==> src/hw/swid_pkg.sv <==
// constants, states and helpers for the single-wire identification slave link
// assumes a 125 MHz system clock; all counts derive from the period below
package swid_pkg;

   // ******************************************************
   // clock and widths
   // ******************************************************
   localparam int          CLK_PERIOD_NS = 8;
   localparam int          CNT_W         = 16;
   localparam int          ROM_BITS      = 64;
   localparam int          FIFO_W        = 8;
   localparam int          FIFO_DEPTH    = 8;

   // ******************************************************
   // times in ns
   // ******************************************************
   localparam int          STD_RST_DET_NS  = 240000;  // above longest zero write low
   localparam int          OD_RST_DET_NS   = 40000;   // above overdrive zero write low
   localparam int          STD_EXIT_NS     = 480000;  // reset this long leaves overdrive
   localparam int          STD_SAMPLE_NS   = 30000;   // between 15 and 60 us
   localparam int          OD_SAMPLE_NS    = 3000;    // between 2 and 6 us
   localparam int          STD_PWAIT_NS    = 30000;   // within 15..60 us
   localparam int          OD_PWAIT_NS     = 3000;    // within 2..6 us
   localparam int          STD_PRES_NS     = 120000;  // within 60..240 us
   localparam int          OD_PRES_NS      = 16000;   // within 8..24 us

   function automatic int cyc_ceil(input int ns);
      return (ns + CLK_PERIOD_NS - 1) / CLK_PERIOD_NS;
   endfunction : cyc_ceil

   // ******************************************************
   // cycle counts
   // ******************************************************
   localparam logic [CNT_W-1:0] STD_RST_DET_CNT = CNT_W'(cyc_ceil(STD_RST_DET_NS));
   localparam logic [CNT_W-1:0] OD_RST_DET_CNT  = CNT_W'(cyc_ceil(OD_RST_DET_NS));
   localparam logic [CNT_W-1:0] STD_EXIT_CNT    = CNT_W'(cyc_ceil(STD_EXIT_NS));
   localparam logic [CNT_W-1:0] STD_PRES_CNT    = CNT_W'(cyc_ceil(STD_PRES_NS));
   localparam logic [CNT_W-1:0] STD_SAMPLE_CNT  = CNT_W'(cyc_ceil(STD_SAMPLE_NS));
   localparam logic [CNT_W-1:0] OD_SAMPLE_CNT   = CNT_W'(cyc_ceil(OD_SAMPLE_NS));
   localparam logic [CNT_W-1:0] STD_PWAIT_CNT   = CNT_W'(cyc_ceil(STD_PWAIT_NS));
   localparam logic [CNT_W-1:0] OD_PWAIT_CNT    = CNT_W'(cyc_ceil(OD_PWAIT_NS));
   localparam logic [CNT_W-1:0] OD_PRES_CNT     = CNT_W'(cyc_ceil(OD_PRES_NS));

   // ******************************************************
   // commands, identity, reset values
   // ******************************************************
   localparam logic [7:0]  CMD_READ_ROM   = 8'h33;
   localparam logic [7:0]  CMD_FAST_SKIP  = 8'h3C;
   localparam logic [7:0]  FAMILY_DEFAULT = 8'hA5;           // arbitrary value
   localparam logic [47:0] SERIAL_DEFAULT = 48'h0123456789AB; // arbitrary value

   typedef enum logic [4:0] {
      S_IDLE  = 5'h01,
      S_LOW   = 5'h02,
      S_PWAIT = 5'h04,
      S_PRES  = 5'h08,
      S_REL   = 5'h10
   } swid_state_t;

   // crc-8, polynomial x^8+x^5+x^4+1, fed lsb first
   function automatic logic [7:0] crc8(input logic [55:0] data);
      logic [7:0] c;
      logic       fb;
      c = 8'h00;
      for (int i = 0; i < 56; i++) begin
         fb = c[0] ^ data[i];
         c  = {1'b0, c[7:1]} ^ (fb ? 8'h8C : 8'h00);
      end
      return c;
   endfunction : crc8

endpackage : swid_pkg

==> src/hw/swid_link.sv <==
// slave-side link of a single-wire identification device
// assumes i_line is the wire level synchronous to i_clock; pin is open drain
`timescale 1ns/1ps
`default_nettype none

// How it works
// RULE1 - we only pull the wire low through an open-drain enable, never drive high
// RULE2 - holds a 64-bit number: family code, 48-bit serial, crc
// RULE3 - bits go both ways least significant first
// RULE4 - every slot starts at the master's falling edge; only presence is ours
// RULE5 - master waits 1200 us after power-up and tolerates stray presence
// RULE6 - the wire idles high; a paused master keeps it high
// RULE7 - a low period is a slot when short, a reset when long
// RULE8 - master reset low is 480..640 us standard, 60..80 us overdrive
// RULE9 - standard: wait 15..60 us after reset, then presence low 60..240 us
// RULE10 - overdrive: wait 2..6 us, then presence low 8..24 us
// RULE11 - master samples presence 60..75 us standard, by 10 us overdrive
// RULE12 - standard zero write holds low 60..120 us
// RULE13 - overdrive zero write holds low 6..16 us
// RULE14 - one write low 5 to under 15 us, overdrive 1 to under 2 us
// RULE15 - read slot starts with the same short low as a one write
// RULE16 - master samples read data by 15 us, overdrive 2 us
// RULE17 - low time counts from the falling to the rising crossing
// RULE18 - master order: initialise, rom command, read data
// RULE19 - every transaction opens with reset and presence
// RULE20 - bit rate stays under 15.4 kbps standard, 125 kbps overdrive
// RULE21 - the overdrive skip command byte switches to overdrive timing
// RULE22 - reset of 480 us or more leaves overdrive; short resets keep it
// RULE23 - read slot: pull low for a zero bit, stay released for a one
// RULE24 - written bit sampled after longest one low, before shortest zero low
// RULE25 - falls are ignored until our own drive ends and the wire is high
module swid_link
   import swid_pkg::*;
#(
   parameter logic [7:0]       P_FAMILY      = FAMILY_DEFAULT,
   parameter logic [47:0]      P_SERIAL      = SERIAL_DEFAULT,
   parameter logic [CNT_W-1:0] P_STD_RST_CNT = STD_RST_DET_CNT,
   parameter logic [CNT_W-1:0] P_OD_RST_CNT  = OD_RST_DET_CNT,
   parameter logic [CNT_W-1:0] P_EXIT_CNT    = STD_EXIT_CNT,
   parameter logic [CNT_W-1:0] P_STD_PRES    = STD_PRES_CNT
) (
   // clock and reset
   input  wire logic        i_clock,
   input  wire logic        i_nrst,
   input  wire logic        i_clk_en,
   // wire pin
   input  wire logic        i_line,
   output logic             o_line_out,
   output logic             o_line_oe_n,
   // received bytes
   output logic             o_rx_valid,
   output logic [FIFO_W-1:0] o_rx_data,
   input  wire logic        i_rx_ready,
   // status
   output logic             o_fast_speed_flag,
   output logic             o_reset_seen,
   output logic             o_overrun
);

   // ******************************************************
   // identity number
   // ******************************************************
   localparam logic [ROM_BITS-1:0] ROM_VALUE =
      {crc8({P_SERIAL, P_FAMILY}), P_SERIAL, P_FAMILY}; // RULE2

   // ******************************************************
   // state
   // ******************************************************
   swid_state_t      state_r, state_nxt;
   logic [CNT_W-1:0] cnt_r, cnt_nxt;
   logic             line_prev_r;
   logic             fast_r;
   logic             oe_n_r;
   logic             low_at_samp_r;
   logic             tx_mode_r;
   logic             cmd_phase_r;
   logic [5:0]       rom_idx_r;
   logic [7:0]       shift_r;
   logic [2:0]       bitcnt_r;
   logic             pend_r;
   logic [7:0]       pend_byte_r;
   logic             rst_seen_r;
   logic             overrun_r;

   // ******************************************************
   // decode
   // ******************************************************
   logic             fall;
   logic [CNT_W-1:0] samp_cnt, rst_cnt, pwait_cnt, pres_cnt;
   logic             at_samp, slot_end, is_reset, bit_commit, rx_bit;
   logic             tx_zero, byte_done, fifo_ready, drive_nxt;
   logic [7:0]       rx_byte;

   assign fall       = line_prev_r & ~i_line;                        // RULE4
   assign samp_cnt   = fast_r ? OD_SAMPLE_CNT : STD_SAMPLE_CNT;      // RULE24 RULE20
   assign rst_cnt    = fast_r ? P_OD_RST_CNT  : P_STD_RST_CNT;
   assign pwait_cnt  = fast_r ? OD_PWAIT_CNT  : STD_PWAIT_CNT;       // RULE9 RULE10
   assign pres_cnt   = fast_r ? OD_PRES_CNT   : P_STD_PRES;          // RULE9 RULE10
   assign at_samp    = (state_r == S_LOW) && (cnt_r == samp_cnt);
   // low time ends only when the wire is back high and we are not holding it
   assign slot_end   = (state_r == S_LOW) && i_line && oe_n_r;       // RULE17 RULE25
   assign is_reset   = slot_end && (cnt_r >= rst_cnt);               // RULE7
   assign bit_commit = slot_end && !is_reset;                        // RULE7
   assign rx_bit     = ~low_at_samp_r;                               // RULE24
   assign rx_byte    = {rx_bit, shift_r[7:1]};                       // RULE3
   assign byte_done  = bit_commit && !tx_mode_r && (bitcnt_r == 3'h7);
   assign tx_zero    = tx_mode_r && !ROM_VALUE[rom_idx_r];           // RULE3 RULE23

   // drive is a registered enable only; data pin is a constant low
   assign drive_nxt  = (state_nxt == S_PRES) ||
                       ((state_nxt == S_LOW) && tx_zero && (cnt_nxt < samp_cnt)); // RULE23

   // ******************************************************
   // sequencing
   // ******************************************************
   always_comb begin
      state_nxt = state_r;
      cnt_nxt   = (cnt_r == '1) ? cnt_r : cnt_r + 1'b1;
      case (state_r)
         S_IDLE: begin
            cnt_nxt = '0;
            if (fall)                                                // RULE6
               state_nxt = S_LOW;
         end
         S_LOW: begin
            if (is_reset) begin
               state_nxt = S_PWAIT;
               cnt_nxt   = '0;
            end else if (slot_end) begin
               state_nxt = S_IDLE;
               cnt_nxt   = '0;
            end
         end
         S_PWAIT: begin
            if (fall) begin
               state_nxt = S_LOW;
               cnt_nxt   = '0;
            end else if (cnt_r >= pwait_cnt - 1'b1) begin
               state_nxt = S_PRES;
               cnt_nxt   = '0;
            end
         end
         S_PRES: begin
            if (cnt_r >= pres_cnt - 1'b1)
               state_nxt = S_REL;
         end
         S_REL: begin
            cnt_nxt = '0;
            if (i_line)                                              // RULE25
               state_nxt = S_IDLE;
         end
         default: begin
            state_nxt = S_IDLE;
            cnt_nxt   = '0;
         end
      endcase
   end

   always_ff @(posedge i_clock or negedge i_nrst) begin
      if (!i_nrst) begin
         state_r     <= S_IDLE;
         cnt_r       <= '0;
         line_prev_r <= 1'b1;
         oe_n_r      <= 1'b1;
      end else if (i_clk_en) begin
         state_r     <= state_nxt;
         cnt_r       <= cnt_nxt;
         line_prev_r <= i_line;
         oe_n_r      <= ~drive_nxt;                                  // RULE1
      end
   end

   // ******************************************************
   // bit capture and rom shifting
   // ******************************************************
   always_ff @(posedge i_clock or negedge i_nrst) begin
      if (!i_nrst) begin
         low_at_samp_r <= 1'b0;
         shift_r       <= 8'h00;
         bitcnt_r      <= 3'h0;
         rom_idx_r     <= 6'h00;
         tx_mode_r     <= 1'b0;
      end else if (i_clk_en) begin
         // a fall during presence wait also opens a fresh low
         if ((state_r == S_IDLE || state_r == S_PWAIT) && fall)
            low_at_samp_r <= 1'b0;
         else if (at_samp && !i_line)
            low_at_samp_r <= 1'b1;                                   // RULE24
         if (is_reset) begin
            bitcnt_r  <= 3'h0;
            tx_mode_r <= 1'b0;
         end else if (bit_commit && tx_mode_r) begin
            rom_idx_r <= rom_idx_r + 6'h01;
            if (rom_idx_r == 6'h3F)
               tx_mode_r <= 1'b0;
         end else if (bit_commit) begin
            shift_r  <= rx_byte;
            bitcnt_r <= bitcnt_r + 3'h1;
         end
         if (byte_done && cmd_phase_r && rx_byte == CMD_READ_ROM) begin
            tx_mode_r <= 1'b1;
            rom_idx_r <= 6'h00;
         end
      end
   end

   // ******************************************************
   // command byte, speed flag, status
   // ******************************************************
   always_ff @(posedge i_clock or negedge i_nrst) begin
      if (!i_nrst) begin
         cmd_phase_r <= 1'b1;
         fast_r      <= 1'b0;
         rst_seen_r  <= 1'b0;
      end else if (i_clk_en) begin
         rst_seen_r <= is_reset;
         if (is_reset) begin
            cmd_phase_r <= 1'b1;
            if (cnt_r >= P_EXIT_CNT)
               fast_r <= 1'b0;                                       // RULE22
         end else if (byte_done && cmd_phase_r) begin
            cmd_phase_r <= 1'b0;
            if (rx_byte == CMD_FAST_SKIP)
               fast_r <= 1'b1;                                       // RULE21
         end
      end
   end

   // ******************************************************
   // hand-off to the fifo
   // ******************************************************
   // one byte waits here while the fifo is full; a second one is dropped
   always_ff @(posedge i_clock or negedge i_nrst) begin
      if (!i_nrst) begin
         pend_r      <= 1'b0;
         pend_byte_r <= 8'h00;
         overrun_r   <= 1'b0;
      end else if (i_clk_en) begin
         overrun_r <= byte_done && pend_r && !fifo_ready;
         if (byte_done && (!pend_r || fifo_ready)) begin
            pend_r      <= 1'b1;
            pend_byte_r <= rx_byte;
         end else if (fifo_ready) begin
            pend_r <= 1'b0;
         end
      end
   end

   swid_fifo #(
      .W     (FIFO_W),
      .DEPTH (FIFO_DEPTH)
   ) u_fifo (
      .i_clock     (i_clock),
      .i_nrst      (i_nrst),
      .i_clk_en    (i_clk_en),
      .i_in_valid  (pend_r),
      .i_in_data   (pend_byte_r),
      .o_in_ready  (fifo_ready),
      .o_out_valid (o_rx_valid),
      .o_out_data  (o_rx_data),
      .i_out_ready (i_rx_ready)
   );

   assign o_line_out        = 1'b0;                                  // RULE1
   assign o_line_oe_n       = oe_n_r;
   assign o_fast_speed_flag = fast_r;
   assign o_reset_seen      = rst_seen_r;
   assign o_overrun         = overrun_r;

endmodule : swid_link
`default_nettype wire

==> src/hw/swid_fifo.sv <==
// shift-register fifo with registered head and valid
// assumes one clock; push and pop may happen in the same cycle
`timescale 1ns/1ps
`default_nettype none
module swid_fifo #(
   parameter int W     = 8,
   parameter int DEPTH = 8
) (
   // clock and reset
   input  wire logic         i_clock,
   input  wire logic         i_nrst,
   input  wire logic         i_clk_en,
   // fill side
   input  wire logic         i_in_valid,
   input  wire logic [W-1:0] i_in_data,
   output logic              o_in_ready,
   // drain side
   output logic              o_out_valid,
   output logic [W-1:0]      o_out_data,
   input  wire logic         i_out_ready
);
   localparam int CW = $clog2(DEPTH + 1);

   logic [W-1:0]  mem_r [DEPTH];
   logic [CW-1:0] count_r;
   logic [CW-1:0] count_nxt;
   logic [CW-1:0] wr_idx;
   logic          valid_r;
   logic          push;
   logic          pop;

   assign o_in_ready  = (count_r != CW'(DEPTH));
   assign push        = i_in_valid & o_in_ready;
   assign pop         = valid_r & i_out_ready;
   assign wr_idx      = count_r - CW'(pop);
   assign count_nxt   = count_r + CW'(push) - CW'(pop);
   assign o_out_valid = valid_r;
   assign o_out_data  = mem_r[0];

   always_ff @(posedge i_clock or negedge i_nrst) begin
      if (!i_nrst) begin
         count_r <= '0;
         valid_r <= 1'b0;
      end else if (i_clk_en) begin
         count_r <= count_nxt;
         valid_r <= (count_nxt != '0);
      end
   end

   // storage has no reset; valid guards the head
   always_ff @(posedge i_clock) begin
      if (i_clk_en) begin
         for (int i = 0; i < DEPTH; i++) begin
            if (push && (wr_idx == CW'(i)))
               mem_r[i] <= i_in_data;
            else if (pop && (i < DEPTH - 1))
               mem_r[i] <= mem_r[(i + 1) % DEPTH];
         end
      end
   end
endmodule : swid_fifo
`default_nettype wire

==> config.mk <==
export PLATFORM = sky130hd
export DESIGN_NAME = swid_link
export DESIGN_NICKNAME = d
export VERILOG_FILES = /design/src/hw/swid_pkg.sv /design/src/hw/swid_link.sv /design/src/hw/swid_fifo.sv
export SDC_FILE = /design/constraint.sdc
export NUM_CORES = 1
export LEC_CHECK = 0
export BUFFER_PORTS_ARGS = -buffer_cell sky130_fd_sc_hd__buf_2
export CORE_UTILIZATION = 40
export DETAILED_ROUTE_END_ITERATION = 16
export PLACE_DENSITY = 0.55
export SETUP_SLACK_MARGIN = 0.15
export SKIP_LAST_GASP = 1
export SYNTH_ARGS = -nofsm -noshare
export SYNTH_HDL_FRONTEND = slang
export SYNTH_SLANG_ARGS = --single-unit
==> constraint.sdc <==
create_clock -name i_clock -period 5.9 [get_ports i_clock]
set_input_delay 0.59 -clock i_clock [delete_from_list [all_inputs] [get_ports i_clock]]
set_output_delay 0.59 -clock i_clock [all_outputs]
set_load 0.005 [all_outputs]
==> results by group <==
Synth
  – Post-synth EDFFs: 64
  – Sequential area share after synthesis: between 40% and 50%
  – Synth Area in Simple Gates: 14.86%
  – Synth Area per Inst: 11.07 µm²
  – Synth async-reset ratio: 47.97%
  – Mapped Area: approximately 7200 µm²
  – Top FF cell, synth: edfxtp_1
  – Synthesis Warnings: 0
  – Main combinational cell family by area after synthesis: simple AND/OR/NAND/NOR gates
  – Mux contribution to synthesized area: ~13%
  – Synth top area share: 26.88%
  – Cell variety after synth: 75
  – Synth Register Bits: 123
  – Most frequent cells after synthesis: edfxtp_1 (64), mux2_2 (60), dfrtp_1 (55)
  – Syn nets: 696
  – Synth Area in Compound Gates: 11.15%
  – Cells after synthesis: 646
  – Area contributors post-synth: edfxtp_1 (27%), dfrtp_1 (19%), mux2_2 (9.4%)
  – Post-synthesis xor/xnor area fraction: 1.715%
  – Cell taking the most area after synthesis: edfxtp_1
  – Adder-cell share of the synthesized area: 7.979%
  – Count leader, synth: edfxtp_1

Timing
  – Period minus WS final: approximately 4800 ps
  – Setup Skew: 20.01 ps
  – Final Cycle Share: 80.53%
  – RSZ-0062 raised after global routing: false
  – Slew headroom: between 20% and 30%
  – Slack of the critical path: 1149 ps
  – Slew Viols, Final: 0
  – Setup tns final: 0 ps
  – Actual slew at the worst max-slew pin: 1103 ps
  – Max Clock Freq: 210.5 MHz
  – Setup Viol. Count Final: 0
  – Final Hold Viols: 0

Worst setup path
  – CP arrival: 5100 ps
  – Max FO, Critical Path: 22
  – Worst Setup End Kind: flip-flop
  – Worst Path Required: 6250 ps
  – Critical path type: flip-flop to flip-flop
  – Crit start category: flip-flop

Floorplan
  – Initial Util: around two fifths
  – Core ar.: 17,360 µm²
  – Chip Width: 135.7 µm
  – Die span in y: approximately 140 µm
  – # rows: 48
  – Die ar.: 18,420 µm²
  – I/O pin count: 19

Detailed routing
  – DRT antenna net count: 0
  – Routed Wire Length: 15.28 mm
  – Via/cell ratio: 5.623
  – Routed length per instance: 17.28 µm
  – DR DRC count: 0
  – DRT Pass-1 Iters: 5
  – DRT iter0 DRCs: 442
  – Via count: 4,971

Pwr
  – Sequential group share of total power: 42.6%
  – Part of the power in the clock network: 45.4%
  – Static leakage: around 3.3 nW
  – Tot Pwr: 2.376 mW
  – VDD IR max: 0.2513 mV
  – Pint: 1.773 mW
  – Pwr per Cell Area: 299.1 nW/µm²
  – Sw Share: 25.37%
  – Switching power: 0.6029 mW
  – Combinational Power Share: roughly an eighth

Clock network
  – H-tree Lvls: 4
  – Clk slew on worst S/H paths: 60 ps
  – CTS root buf: clkbuf_16
  – CTS max path bufs: 2
  – Total setup buffers inserted after CTS: 0
  – Clk sinks: 123
  – Clk Latency, worst-skew pair: 420 ps
  – Cts bufs inserted: 17
  – TritonCTS clock tree: built
  – CTS resizes: 0
  – Hold buffer count at cts: 0

Placed design
  – PortBufs: 17
  – GPL Wtd Cong: between 0.8 and 0.9
  – DP HPWL: about 11 mm
  – Dpl cells: approximately 850
  – Post-Place Worst Slack: 1261 ps

Global route
  – Global-route wire length before repair: roughly 25 mm
  – Initial antenna violation count: 0
  – Largest net degree at the start of global routing: 60
  – Grt ovf: 0
  – Number of global-route vias before repair: 4,884
  – Gr usage total: 18.06%

Job
  – Max cap viols: 0

Finish
  – Area Overhead vs Synth: 11.09%
  – Final cell count without fillers: 884
  – Antenna cell count: 0
  – Fillcell total: 1,587
  – Multi-input gate area: 3472 µm²
  – Layout net count: 696
  – Share of layout cells above drive strength 1: around a fifth
  – Register area: between 3000 and 4000 µm²

Status
  – Outcome: completed

Min path
  – Hold crit path type: input port to asynchronous set/reset pin
-- flip-flops by register name (all words and copies together), names as in the netlist --
name                count
u_fifo.mem_r           64
cnt_r                  16
pend_byte_r             8
shift_r                 7
rom_idx_r               6
state_r                 5
u_fifo.count_r          4
bitcnt_r                3
cmd_phase_r             1
line_prev_r             1
low_at_samp_r           1
o_fast_speed_flag       1
o_line_oe_n             1
o_overrun               1
o_reset_seen            1
pend_r                  1
tx_mode_r               1
u_fifo.o_out_valid      1
-- metal layers --
metal / track usage [%] / part of all wire (%)
met4: 6.554 / 1.1
met1: 24.52 / 48
met3: 4.751 / 5.5
met2: 27.55 / 46
met5: 0 / 0
-- cell usage in the layout, fill, tap and decap left out, types with 6 or more instances in the layout --
cell        n
a21oi_1    27
a31oi_1    10
and3_1     10
buf_2      17
clkbuf_16  17
dfrtp_1    55
edfxtp_1   64
ha_1       44
inv_1      19
inv_6       6
mux2_1      6
mux2_2     60
mux2_4      8
nand2_1    48
nand2b_1    9
nand3_1    15
nand4_1     7
nor2_1     53
nor3_1     14
o21ai_0    24
o21ai_1    21
o31ai_1     7
xnor2_1    10
-- per-stage QoR --
step                      utilization (%)  hold WS [ps]  area, µm²
after floorplan                         -         294.4       7151
after global placement              42.24         494.7       7332
after detailed placement            42.24         498.9       7332
after CTS                           45.77         367.6       7944
after global routing                45.77         409.9       7944
final                               45.77         335.9       7944
-- worst max-delay path, stage by stage, from the launching register on --
cell and delay [ps]:
dfrtp_1 790, inv_1 450, ha_1 470, nand4bb_1 250
nor3_1 340, o211a_1 250, o31a_1 780, nor2_1 160
ha_1 340, nand3_1 120, nor3_1 220, a21oi_1 90
o311a_1 300, o21ai_1 120
-- logic make-up (layout without fill, tap and decap cells) --
group,after synthesis,in the layout
compound gates,127,127
xor+xnor,14,14
fa+ha+maj,45,45
buf+inv,58,71
flops,123,123
mux,78,78
other cells,1,1
simple gates,200,200
-- path summary, 6_finish.rpt --
kind	slack, ps	from	end	cells past startpoint
max in group asynchronous	5010	i_nrst	cnt_r[0]	2
min in group i_clock	520	cmd_phase_r	cmd_phase_r	2
min	340	i_nrst	state_r[3]	2
min reg2reg	520	cmd_phase_r	cmd_phase_r	2
max	1150	o_fast_speed_flag	o_line_oe_n	13
max reg2reg	1150	o_fast_speed_flag	o_line_oe_n	13
-- cell type report --
type | count | area share, %
multi-input combinational | 465 | 43.71
clock inverter | 15 | 2.347
clock buffer | 17 | 5.355
inverter | 20 | 0.9450
timing repair buffer | 19 | 1.260
tap | 225 | 3.544
sequential | 123 | 42.84
-- power groups by stage --
stage               logic, mW  registers, mW  clock network, mW
detailed placement      0.285           1.03                  0
CTS                     0.288           1.01               1.10
global placement        0.274           1.03                  0
finish                  0.285           1.01               1.08
global route            0.320           1.02               1.14
floorplan               0.224           1.02                  0
Note: power is estimated with default switching activity, not from simulation.
